$ cat src/iav_consts.vh
/*
 * constants for the inclination angle validity unit: apb offsets,
 * field positions, reset values and fixed-point scales.
 * assumes 16-bit signed acceleration samples, 1 g = IAV_ONE_G counts,
 * angles in 1/128 degree as 16-bit signed values.
 */
// Contract
// RULE_01 - error is abs of one g minus magnitude
// RULE_02 - error above maximum flags angles invalid
// RULE_03 - software supplies maximum allowed gravity error
// RULE_04 - roll undefined when gy and gz zero
// RULE_05 - unit pitch undefined when gx, gz zero
// RULE_06 - frame remap reorients axes used in formulas
// RULE_07 - only pitch and roll, never yaw
// RULE_08 - euler angles always computed internally
// RULE_09 - euler pitch within plus minus ninety
// RULE_10 - euler roll spans plus minus one eighty
// RULE_11 - wide tilt spans one eighty, jumps allowed
// RULE_12 - narrow tilt uses magnitude denominators, ninety
// RULE_13 - gravity angle above ninety means roll-over
// RULE_14 - setting selects one of four angle types
`ifndef IAV_CONSTS_VH
`define IAV_CONSTS_VH

// ==========================================================
// register byte addresses
`define IAV_A_CTRL    8'h00
`define IAV_A_FRAME   8'h04
`define IAV_A_MAXERR  8'h08
`define IAV_A_STATUS  8'h0c
`define IAV_A_ANGLES  8'h10
`define IAV_A_EULER   8'h14
`define IAV_A_GERR    8'h18
`define IAV_A_GANGLE  8'h1c
`define IAV_A_COUNT   8'h20

// ==========================================================
// reset values
`define IAV_CTRL_RST   2'h0
`define IAV_FRAME_RST  11'h210
`define IAV_MAXERR_RST 20'h00800

// ==========================================================
// angle types
`define IAV_T_TILT90  2'h0
`define IAV_T_TILT180 2'h1
`define IAV_T_UNIT    2'h2
`define IAV_T_EULER   2'h3

// ==========================================================
// status bit positions
`define IAV_S_INVALID 0
`define IAV_S_ROLLOVR 1
`define IAV_S_BUSY    2
`define IAV_S_HAVE    3

// ==========================================================
// scales
`define IAV_ONE_G   20'h04000
`define IAV_DEG90   16'h2d00
`define IAV_DEG180  17'h05a00
`define IAV_K_GAIN  16'h4dba

`endif

$ cat src/iav_cordic.v
/*
 * vectoring cordic: atan2(y, x) and sqrt(x*x + y*y), one step a clock.
 * assumes start is a one-cycle pulse while the unit is idle.
 */
`timescale 1ns/10ps
`include "iav_consts.vh"

module iav_cordic #(
    parameter W = 20,
    parameter N = 14
) (
    // clock and reset
    input  wire                pclk,
    input  wire                presetn,
    // request
    input  wire                start,
    input  wire signed [W-1:0] x_in,
    input  wire signed [W-1:0] y_in,
    // answer
    output reg                 done_q,
    output reg  signed [15:0]  ang_q,
    output reg  [W-1:0]        mag_q
);
    // ==========================================================
    // state
    reg signed [W+1:0]  x_q;     // grows by cordic gain
    reg signed [W+1:0]  y_q;
    reg signed [16:0]   z_q;     // wide enough for pre-rotation
    reg [3:0]           i_q;     // step index
    reg                 run_q;   // iterating
    wire signed [W+18:0] prod;   // gain-compensated magnitude, full product width

    // atan(2^-i) in 1/128 degree
    function [16:0] iav_atan;
        input [3:0] i;
        begin
            case (i)
                4'h0: iav_atan = 17'h01680;
                4'h1: iav_atan = 17'h00d48;
                4'h2: iav_atan = 17'h00705;
                4'h3: iav_atan = 17'h00390;
                4'h4: iav_atan = 17'h001ca;
                4'h5: iav_atan = 17'h000e5;
                4'h6: iav_atan = 17'h00073;
                4'h7: iav_atan = 17'h00039;
                4'h8: iav_atan = 17'h0001d;
                4'h9: iav_atan = 17'h0000e;
                4'ha: iav_atan = 17'h00007;
                4'hb: iav_atan = 17'h00004;
                4'hc: iav_atan = 17'h00002;
                default: iav_atan = 17'h00001;
            endcase
        end
    endfunction

    assign prod = x_q * $signed({1'b0, `IAV_K_GAIN});

    // ==========================================================
    // left half plane is folded by 180 degrees first so the
    // iteration always converges; result covers -180..+180
    always @(posedge pclk or negedge presetn) begin
        if (!presetn) begin
            x_q    <= {(W+2){1'b0}};
            y_q    <= {(W+2){1'b0}};
            z_q    <= 17'h0;
            i_q    <= 4'h0;
            run_q  <= 1'b0;
            done_q <= 1'b0;
            ang_q  <= 16'h0;
            mag_q  <= {W{1'b0}};
        end else begin
            done_q <= 1'b0;
            if (start) begin
                i_q   <= 4'h0;
                run_q <= 1'b1;
                if (x_in[W-1]) begin
                    // rotate by half a turn
                    x_q <= -{{2{x_in[W-1]}}, x_in};
                    y_q <= -{{2{y_in[W-1]}}, y_in};
                    z_q <= y_in[W-1] ? -`IAV_DEG180 : `IAV_DEG180;
                end else begin
                    x_q <= {{2{x_in[W-1]}}, x_in};
                    y_q <= {{2{y_in[W-1]}}, y_in};
                    z_q <= 17'h0;
                end
            end else if (run_q) begin
                if (!y_q[W+1]) begin
                    // drive y down toward zero
                    x_q <= x_q + (y_q >>> i_q);
                    y_q <= y_q - (x_q >>> i_q);
                    z_q <= z_q + $signed(iav_atan(i_q));
                end else begin
                    x_q <= x_q - (y_q >>> i_q);
                    y_q <= y_q + (x_q >>> i_q);
                    z_q <= z_q - $signed(iav_atan(i_q));
                end
                if (i_q == N[3:0] - 4'h1) begin
                    run_q <= 1'b0;
                end
                i_q <= i_q + 4'h1;
            end else if (i_q == N[3:0]) begin
                // one more cycle to finish with compensated values
                done_q <= 1'b1;
                ang_q  <= z_q[15:0];
                mag_q  <= prod[W+14:15];
                i_q    <= 4'h0;
            end
        end
    end
endmodule

$ cat src/iav_top.v
/*
 * inclination angle unit: pitch, roll, gravity angle and gravity
 * error from one three-axis sample, with an apb register slave.
 * assumes samples arrive synchronous to pclk, handshaken by
 * accel_valid and accel_ready.
 */
`timescale 1ns/10ps
`include "iav_consts.vh"

module iav_top #(
    parameter W = 20
) (
    // apb
    input  wire        pclk,
    input  wire        presetn,
    input  wire [7:0]  paddr,
    input  wire        psel,
    input  wire        penable,
    input  wire        pwrite,
    input  wire [31:0] pwdata,
    output reg  [31:0] prdata,
    output reg         pready,
    output reg         pslverr,
    // accelerometer samples
    input  wire [15:0] accel_x,
    input  wire [15:0] accel_y,
    input  wire [15:0] accel_z,
    input  wire        accel_valid,
    output reg         accel_ready,
    // results
    output reg  [15:0] pitch_out,
    output reg  [15:0] roll_out,
    output reg         angle_invalid,
    output reg         roll_over,
    output reg         result_valid
);
    // ==========================================================
    // states
    localparam ST_IDLE = 2'h0;
    localparam ST_RUN  = 2'h1;
    localparam ST_DONE = 2'h2;

    // ==========================================================
    // registers
    reg [1:0]          type_q;     // selected angle type
    reg [10:0]         frame_q;    // axis remap, 3 bits per axis
    reg [W-1:0]        maxerr_q;   // allowed gravity error
    reg [1:0]          st_q;       // sequencer state
    reg [2:0]          op_q;       // cordic job index
    reg                start_q;    // cordic start pulse
    reg [W-1:0]        gx_q;       // gravity components, remapped
    reg [W-1:0]        gy_q;
    reg [W-1:0]        gz_q;
    reg [15:0]         res_ang [0:7]; // per-job angle
    reg [W-1:0]        res_mag [0:7]; // per-job magnitude
    reg [15:0]         eul_p_q;    // euler pitch, always kept
    reg [15:0]         eul_r_q;    // euler roll, always kept
    reg [W-1:0]        gerr_q;     // gravity error
    reg [15:0]         rho_q;      // gravity angle
    reg                have_q;     // at least one result
    reg [15:0]         count_q;    // samples processed
    reg [W-1:0]        cx;         // cordic operands
    reg [W-1:0]        cy;
    reg [31:0]         rd_d;       // read data next
    reg                err_d;      // unmapped address
    reg [15:0]         pitch_d;    // type-selected angles
    reg [15:0]         roll_d;
    wire               c_done;
    wire [15:0]        c_ang;
    wire [W-1:0]       c_mag;
    wire [W:0]         gdiff;
    wire [W-1:0]       gerr_d;
    wire [W-1:0]       ax_g;
    wire [W-1:0]       ay_g;
    wire [W-1:0]       az_g;
    wire               wr_en;

    // ==========================================================
    // helpers
    function [W-1:0] iav_neg;
        input [W-1:0] v;
        begin
            iav_neg = ~v + {{(W-1){1'b0}}, 1'b1};
        end
    endfunction

    // pick a source axis and optional sign flip for one frame axis
    function [W-1:0] iav_pick;
        input [2:0]   cfg;
        input [W-1:0] ax;
        input [W-1:0] ay;
        input [W-1:0] az;
        reg   [W-1:0] v;
        begin
            if (cfg[1:0] == 2'h0) begin
                v = ax;
            end else if (cfg[1:0] == 2'h1) begin
                v = ay;
            end else begin
                v = az;
            end
            iav_pick = cfg[2] ? iav_neg(v) : v;
        end
    endfunction

    // gravity is the negated measured acceleration, sign-extended
    assign ax_g = iav_neg({{(W-16){accel_x[15]}}, accel_x});
    assign ay_g = iav_neg({{(W-16){accel_y[15]}}, accel_y});
    assign az_g = iav_neg({{(W-16){accel_z[15]}}, accel_z});

    // ==========================================================
    // cordic job operands; magnitudes of earlier jobs are reused
    // so the sequence order matters. zero vectors give whatever the
    // cordic leaves, which is acceptable at gimbal lock
    always @* begin
        case (op_q)
            3'h0: begin                            // RULE_04
                cx = gz_q;
                cy = gy_q;
            end
            3'h1: begin                            // RULE_05
                cx = gz_q;
                cy = iav_neg(gx_q);
            end
            3'h2: begin                            // RULE_09
                cx = res_mag[0];
                cy = iav_neg(gx_q);
            end
            3'h3: begin                            // RULE_12
                cx = res_mag[1];
                cy = gy_q;
            end
            3'h4: begin                            // RULE_11
                cx = gz_q[W-1] ? iav_neg(res_mag[0]) : res_mag[0];
                cy = iav_neg(gx_q);
            end
            3'h5: begin                            // RULE_11
                cx = gz_q[W-1] ? iav_neg(res_mag[1]) : res_mag[1];
                cy = gy_q;
            end
            3'h6: begin
                cx = gx_q;
                cy = gy_q;
            end
            default: begin                         // RULE_13
                cx = gz_q;
                cy = res_mag[6];
            end
        endcase
    end

    iav_cordic #(
        .W (W),
        .N (14)
    ) u_cordic (
        .pclk    (pclk),
        .presetn (presetn),
        .start   (start_q),
        .x_in    (cx),
        .y_in    (cy),
        .done_q  (c_done),
        .ang_q   (c_ang),
        .mag_q   (c_mag)
    );

    // ==========================================================
    // gravity error: job 2 magnitude is the full 3-axis length
    assign gdiff  = {1'b0, res_mag[2]} - {1'b0, `IAV_ONE_G};    // RULE_01
    assign gerr_d = gdiff[W] ? iav_neg(gdiff[W-1:0]) : gdiff[W-1:0]; // RULE_01

    // output angle pair by type; no yaw is ever produced
    always @* begin
        case (type_q)                                   // RULE_14
            `IAV_T_TILT90: begin                        // RULE_12
                pitch_d = res_ang[2];
                roll_d  = res_ang[3];
            end
            `IAV_T_TILT180: begin                       // RULE_11
                pitch_d = res_ang[4];
                roll_d  = res_ang[5];
            end
            `IAV_T_UNIT: begin
                pitch_d = res_ang[1];
                roll_d  = res_ang[0];
            end
            default: begin                              // RULE_10
                pitch_d = res_ang[2];
                roll_d  = res_ang[0];
            end
        endcase
    end

    // ==========================================================
    // sample sequencer: take, run eight cordic jobs, publish
    always @(posedge pclk or negedge presetn) begin
        if (!presetn) begin
            st_q          <= ST_IDLE;
            op_q          <= 3'h0;
            start_q       <= 1'b0;
            gx_q          <= {W{1'b0}};
            gy_q          <= {W{1'b0}};
            gz_q          <= {W{1'b0}};
            accel_ready   <= 1'b1;
            result_valid  <= 1'b0;
            pitch_out     <= 16'h0;
            roll_out      <= 16'h0;
            angle_invalid <= 1'b0;
            roll_over     <= 1'b0;
            eul_p_q       <= 16'h0;
            eul_r_q       <= 16'h0;
            gerr_q        <= {W{1'b0}};
            rho_q         <= 16'h0;
            have_q        <= 1'b0;
            count_q       <= 16'h0;
        end else begin
            start_q      <= 1'b0;
            result_valid <= 1'b0;
            case (st_q)
                ST_IDLE: begin
                    if (accel_valid) begin
                        // frame remap ahead of every formula
                        gx_q        <= iav_pick(frame_q[2:0], ax_g, ay_g, az_g);  // RULE_06
                        gy_q        <= iav_pick(frame_q[6:4], ax_g, ay_g, az_g);  // RULE_06
                        gz_q        <= iav_pick(frame_q[10:8], ax_g, ay_g, az_g); // RULE_06
                        op_q        <= 3'h0;
                        start_q     <= 1'b1;
                        accel_ready <= 1'b0;
                        st_q        <= ST_RUN;
                    end
                end
                ST_RUN: begin
                    if (c_done) begin
                        if (op_q == 3'h7) begin
                            st_q <= ST_DONE;
                        end else begin
                            op_q    <= op_q + 3'h1;
                            start_q <= 1'b1;
                        end
                    end
                end
                default: begin
                    pitch_out     <= pitch_d;                    // RULE_07
                    roll_out      <= roll_d;
                    eul_p_q       <= res_ang[2];                 // RULE_08
                    eul_r_q       <= res_ang[0];                 // RULE_08
                    gerr_q        <= gerr_d;
                    angle_invalid <= (gerr_d > maxerr_q);        // RULE_02
                    roll_over     <= ($signed(res_ang[7]) > $signed(`IAV_DEG90)); // RULE_13
                    rho_q         <= res_ang[7];
                    have_q        <= 1'b1;
                    count_q       <= count_q + 16'h1;
                    result_valid  <= 1'b1;
                    accel_ready   <= 1'b1;
                    st_q          <= ST_IDLE;
                end
            endcase
        end
    end

    // result memory, written as each job finishes
    always @(posedge pclk) begin
        if (c_done) begin
            res_ang[op_q] <= c_ang;
            res_mag[op_q] <= c_mag;
        end
    end

    // ==========================================================
    // apb read decode
    always @* begin
        rd_d  = 32'h0;
        err_d = 1'b0;
        if (paddr == `IAV_A_CTRL) begin
            rd_d[1:0] = type_q;
        end else if (paddr == `IAV_A_FRAME) begin
            rd_d[10:0] = frame_q;
        end else if (paddr == `IAV_A_MAXERR) begin
            rd_d[W-1:0] = maxerr_q;
        end else if (paddr == `IAV_A_STATUS) begin
            rd_d[`IAV_S_INVALID] = angle_invalid;
            rd_d[`IAV_S_ROLLOVR] = roll_over;
            rd_d[`IAV_S_BUSY]    = (st_q != ST_IDLE);
            rd_d[`IAV_S_HAVE]    = have_q;
        end else if (paddr == `IAV_A_ANGLES) begin
            rd_d = {roll_out, pitch_out};
        end else if (paddr == `IAV_A_EULER) begin
            rd_d = {eul_r_q, eul_p_q};
        end else if (paddr == `IAV_A_GERR) begin
            rd_d[W-1:0] = gerr_q;
        end else if (paddr == `IAV_A_GANGLE) begin
            rd_d[15:0] = rho_q;
        end else if (paddr == `IAV_A_COUNT) begin
            rd_d[15:0] = count_q;
        end else begin
            err_d = 1'b1;
        end
    end

    // write takes effect at the completing edge only
    assign wr_en = psel & penable & pready & pwrite & ~err_d;

    // ==========================================================
    // apb slave: one wait-free access phase, answer from flops
    always @(posedge pclk or negedge presetn) begin
        if (!presetn) begin
            pready   <= 1'b0;
            pslverr  <= 1'b0;
            prdata   <= 32'h0;
            type_q   <= `IAV_CTRL_RST;
            frame_q  <= `IAV_FRAME_RST;
            maxerr_q <= `IAV_MAXERR_RST;
        end else begin
            pready  <= psel & ~penable & ~pready;
            pslverr <= psel & ~penable & ~pready & err_d;
            prdata  <= (psel & ~penable & ~pwrite) ? rd_d : 32'h0;
            if (wr_en) begin
                if (paddr == `IAV_A_CTRL) begin
                    type_q <= pwdata[1:0];                       // RULE_14
                end else if (paddr == `IAV_A_FRAME) begin
                    frame_q <= pwdata[10:0];                     // RULE_06
                end else if (paddr == `IAV_A_MAXERR) begin
                    maxerr_q <= pwdata[W-1:0];                   // RULE_03
                end
            end
        end
    end
endmodule

$ cat config.mk
export PLATFORM = sky130hd
export DESIGN_NAME = iav_top
export DESIGN_NICKNAME = d
export VERILOG_FILES = /design/src/iav_cordic.v /design/src/iav_top.v
export VERILOG_INCLUDE_DIRS = /design/src /design/src/src
export SDC_FILE = /design/constraint.sdc
export NUM_CORES = 2
export LEC_CHECK = 0
export ABC_CLOCK_PERIOD_IN_PS = 7900
export BUFFER_PORTS_ARGS = -buffer_cell sky130_fd_sc_hd__buf_4
export CAP_MARGIN = 20
export CELL_PAD_IN_SITES_DETAIL_PLACEMENT = 2
export CELL_PAD_IN_SITES_GLOBAL_PLACEMENT = 2
export CORE_ASPECT_RATIO = 0.9
export CORE_MARGIN = 1
export CORE_UTILIZATION = 41
export DETAILED_ROUTE_END_ITERATION = 7
export PLACE_DENSITY = 0.91
export SYNTH_ARGS = -nofsm -noshare
export SYNTH_HDL_FRONTEND = slang
export SYNTH_SLANG_ARGS = --single-unit
$ cat constraint.sdc
create_clock -name pclk -period 7.9 [get_ports pclk]
set_input_delay 0.395 -clock pclk [delete_from_list [all_inputs] [get_ports pclk]]
set_output_delay 0.395 -clock pclk [all_outputs]
set_load 0.01 [all_outputs]
==> flow_summary_export.csv <==
group,metric,value,unit
status,outcome,"finished, final reports clean",
routing,drtAntennaViolNets,0,
setup_path,reg2reg_setup_slack,0.24,ns
die,row_count,109,
clocking,post_cts_resized,0,
place,port_buffers,151,
timing,fin_setup_tns,0,ns
synthesis,synth_cells,4180,
routing,wl_per_cell,38.7,um
synthesis,syn-num-nets,4654,
clocking,post-cts-setup-buffers,0,
timing,finalHoldViolCount,0,
clocking,cts_tree,"yes",
timing,fin_skew,0.0471,ns
synthesis,ys_seq_area_frac,0.359,
timing,setup_viol,0,
timing,slew_headroom,0.169,
setup_path,path_max_fanout,31,
routing,drt-total-wl,219,mm
synthesis,async_flop_share,0.650,
clocking,cts_sinks,548,
timing,timing.final.crit_share,0.969,
routing,drcViolationCount,0,
timing,period_minus_slack,7.66,ns
global_routing,overflow,0,
place,place_congestion,0.938,
setup_path,end_kind,"flip-flop",
layout,synthToLayoutAreaGrowth,11.9,%
die,ios,164,
timing,worstMarginPinSlew,1.22,ns
setup_path,crit_required,8.44,ns
setup_path,crit_arrival,8.19,ns
global_routing,grt_pass1_wl,315,mm
timing,fmax,131,MHz
synthesis,synth_seq_cells,548,
setup_path,worstSetupPathType,"reg -> reg",
layout,fillers,10100,
die,core_area,98500,um^2
global_routing,grt_max_degree,142,
synthesis,synth_top_cell_by_area,"dfrtp_1",
synthesis,synth.lib_cells_used.distinct,99,
timing,rsz0062_at_grt,"false",
clocking,clkTransAtPathRegs,0.07,ns
clocking,htree_levels,2,
global_routing,track_usage,0.423,
global_routing,antenna_found_initial,26,
die,initial_core_util,0.415,
synthesis,synth_top_cell_area_share,0.215,
synthesis,postSynthAreaPerCell,9.78,um^2
synthesis,ys_warn_count,0,
clocking,clock_latency,0.71,ns
die,die-area,101000,um^2
synthesis,synth.area.top_cells,"dfrtp_1 22%, edfxtp_1 14%, ha_1 7.3%, fa_1 7.0%, mux2_2 4.6%",
timing,slew_viol_final,0,
synthesis,yosys_most_used_dff,"dfrtp_1",
synthesis,netlist_area,40900,um^2
routing,first_pass_iters,8,
routing,num_vias,40500,
run,cap_violations,0,
global_routing,grt_pass1_vias,44100,
worst_hold_path,hold_class,"in -> reg",
clocking,clockBufferDepth,3,
routing,viasPerCell,7.16,
die,fp.dieW,335,um
routing,drt_iter0_markers,5175,
clocking,cts_hold_buffers,21,
clocking,cts_buffers,58,
setup_path,worst_setup_path_start_kind,"flip-flop",
place,place_hpwl,128,mm
layout,drive_above_1_share,0.141,
die,die_height,302,um
clocking,root_buffer,"clkbuf_16",
synthesis,synth_edf_count,192,
layout,nNetsFinal,4731,
-- logic make-up after synthesis --
kind of cell,after synthesis,share of synthesized area
AND/OR/NAND/NOR,1151,0.138
AO/OA/AOI/OAI,956,0.152
buffers and inverters,558,0.0533
flip-flops,548,0.359
adder cells (fa/ha/maj),380,0.142
multiplexers,314,0.0961
XOR/XNOR,273,0.0589
-- synth_stat cells, types with 29 or more instances --
cell	number
or3_1	32
a211oi_1	30
xnor2_1	154
and2_1	29
nor2b_1	40
and3_1	45
a31oi_1	63
nand2_1	334
nor2_1	302
clkbuf_1	168
nand3_1	67
inv_1	337
edfxtp_1	192
mux2i_1	100
dfrtp_1	352
xor2_1	117
a21oi_1	235
nor4_1	49
mux2_2	168
nor3_1	88
mux4_2	46
a21o_1	43
o21ai_0	220
fa_1	142
o31ai_1	40
a22oi_1	73
ha_1	238
-- cells in the final DEF (no fill, tap or decap), drive strengths merged, types with 168 or more instances in the layout --
master / Yosys / routed
mux2: 168 / 168
ha: 238 / 238
a21oi: 235 / 235
inv: 339 / 341
nand2: 334 / 334
o21ai: 225 / 225
dfrtp: 352 / 352
buf: 46 / 209
nor2: 302 / 302
edfxtp: 192 / 192
-- state kept, by name, indices dropped and copies added, names as in the netlist, 20 cells and up --
name,cells
u_cordic.x_q,22
u_cordic.mag_q,20
res_ang,112
maxerr_q,20
gerr_q,20
gx_q,20
gz_q,20
res_mag,80
gy_q,20
u_cordic.y_q,22
prdata,32
-- worst paths after layout --
kind                                             start                           end  depth (start not counted)
max reg2reg                u_cordic.i_q[1]$_DFFE_PN0P_  u_cordic.y_q[21]$_DFFE_PN0N_                         20
max in group asynchronous                      presetn             start_q$_DFF_PN0_                          3
min reg2reg                        gz_q[2]$_DFFE_PN0P_           gz_q[2]$_DFFE_PN0P_                          2
min                                        accel_valid           st_q[0]$_DFFE_PN0P_                          3
max                        u_cordic.i_q[1]$_DFFE_PN0P_  u_cordic.y_q[21]$_DFFE_PN0N_                         20
min in group asynchronous                      presetn        count_q[8]$_DFFE_PN0P_                          2
-- final cells by class --
cell class                      instances  area (um^2)  share of cell area
Multi-Input combinational cell       3074        24100               0.526
Sequential cell                       548        14700               0.321
Timing Repair Buffer                  233         1870              0.0409
Tap cell                             1332         1670              0.0364
Clock buffer                           75         1620              0.0354
Inverter                              342         1280              0.0281
Clock inverter                         35          487              0.0106
Antenna cell                           18         45.0            0.000985
-- critical path, cell delays in order (launching register included) --
cell and delay (ns):
dfrtp_2 0.95, buf_4 0.38, mux4_2 0.55, mux2_2 0.33, nand4bb_1 0.27, a2111oi_0 1.00, nor2b_1 0.32, nor3b_1 0.36
and2_1 0.23, nor2_1 0.07, xnor2_1 0.16, ha_1 0.36, and2_1 0.21, and3_1 0.22, nor4b_1 0.16, a211oi_1 0.62
a21oi_1 0.25, a31oi_1 0.36, o21ai_0 0.20, xnor2_1 0.18, a21oi_1 0.31
-- metrics by stage --
| stage | area, um^2 | util | setup slack (ns) | hold WS [ns] | std cells |
|---|---|---|---|---|---|
| floorplan | 40900 | - | 1.93 | 0.0994 | 4180 |
| global route | 45700 | 0.464 | 0.190 | 0.0903 | 5641 |
| global placement | 43300 | 0.439 | 1.24 | 0.440 | 5500 |
| finish | 45700 | 0.465 | 0.244 | 0.0774 | 5657 |
| detailed placement | 43300 | 0.439 | 1.02 | 0.452 | 5500 |
| CTS | 45600 | 0.463 | 0.716 | 0.0486 | 5631 |
-- metal layers --
metal | up-vias | GRT usage | routed length (um)
li1 | 15200 | - | -
met1 | 20300 | 0.462 | 73500
met2 | 3475 | 0.692 | 101000
met3 | 1461 | 0.116 | 22500
met4 | 24 | 0.346 | 21500
met5 | - | 0.00378 | 203
Power is not shown: default switching activity piles up to over one toggle a cycle in this logic, so the estimate is an artifact.
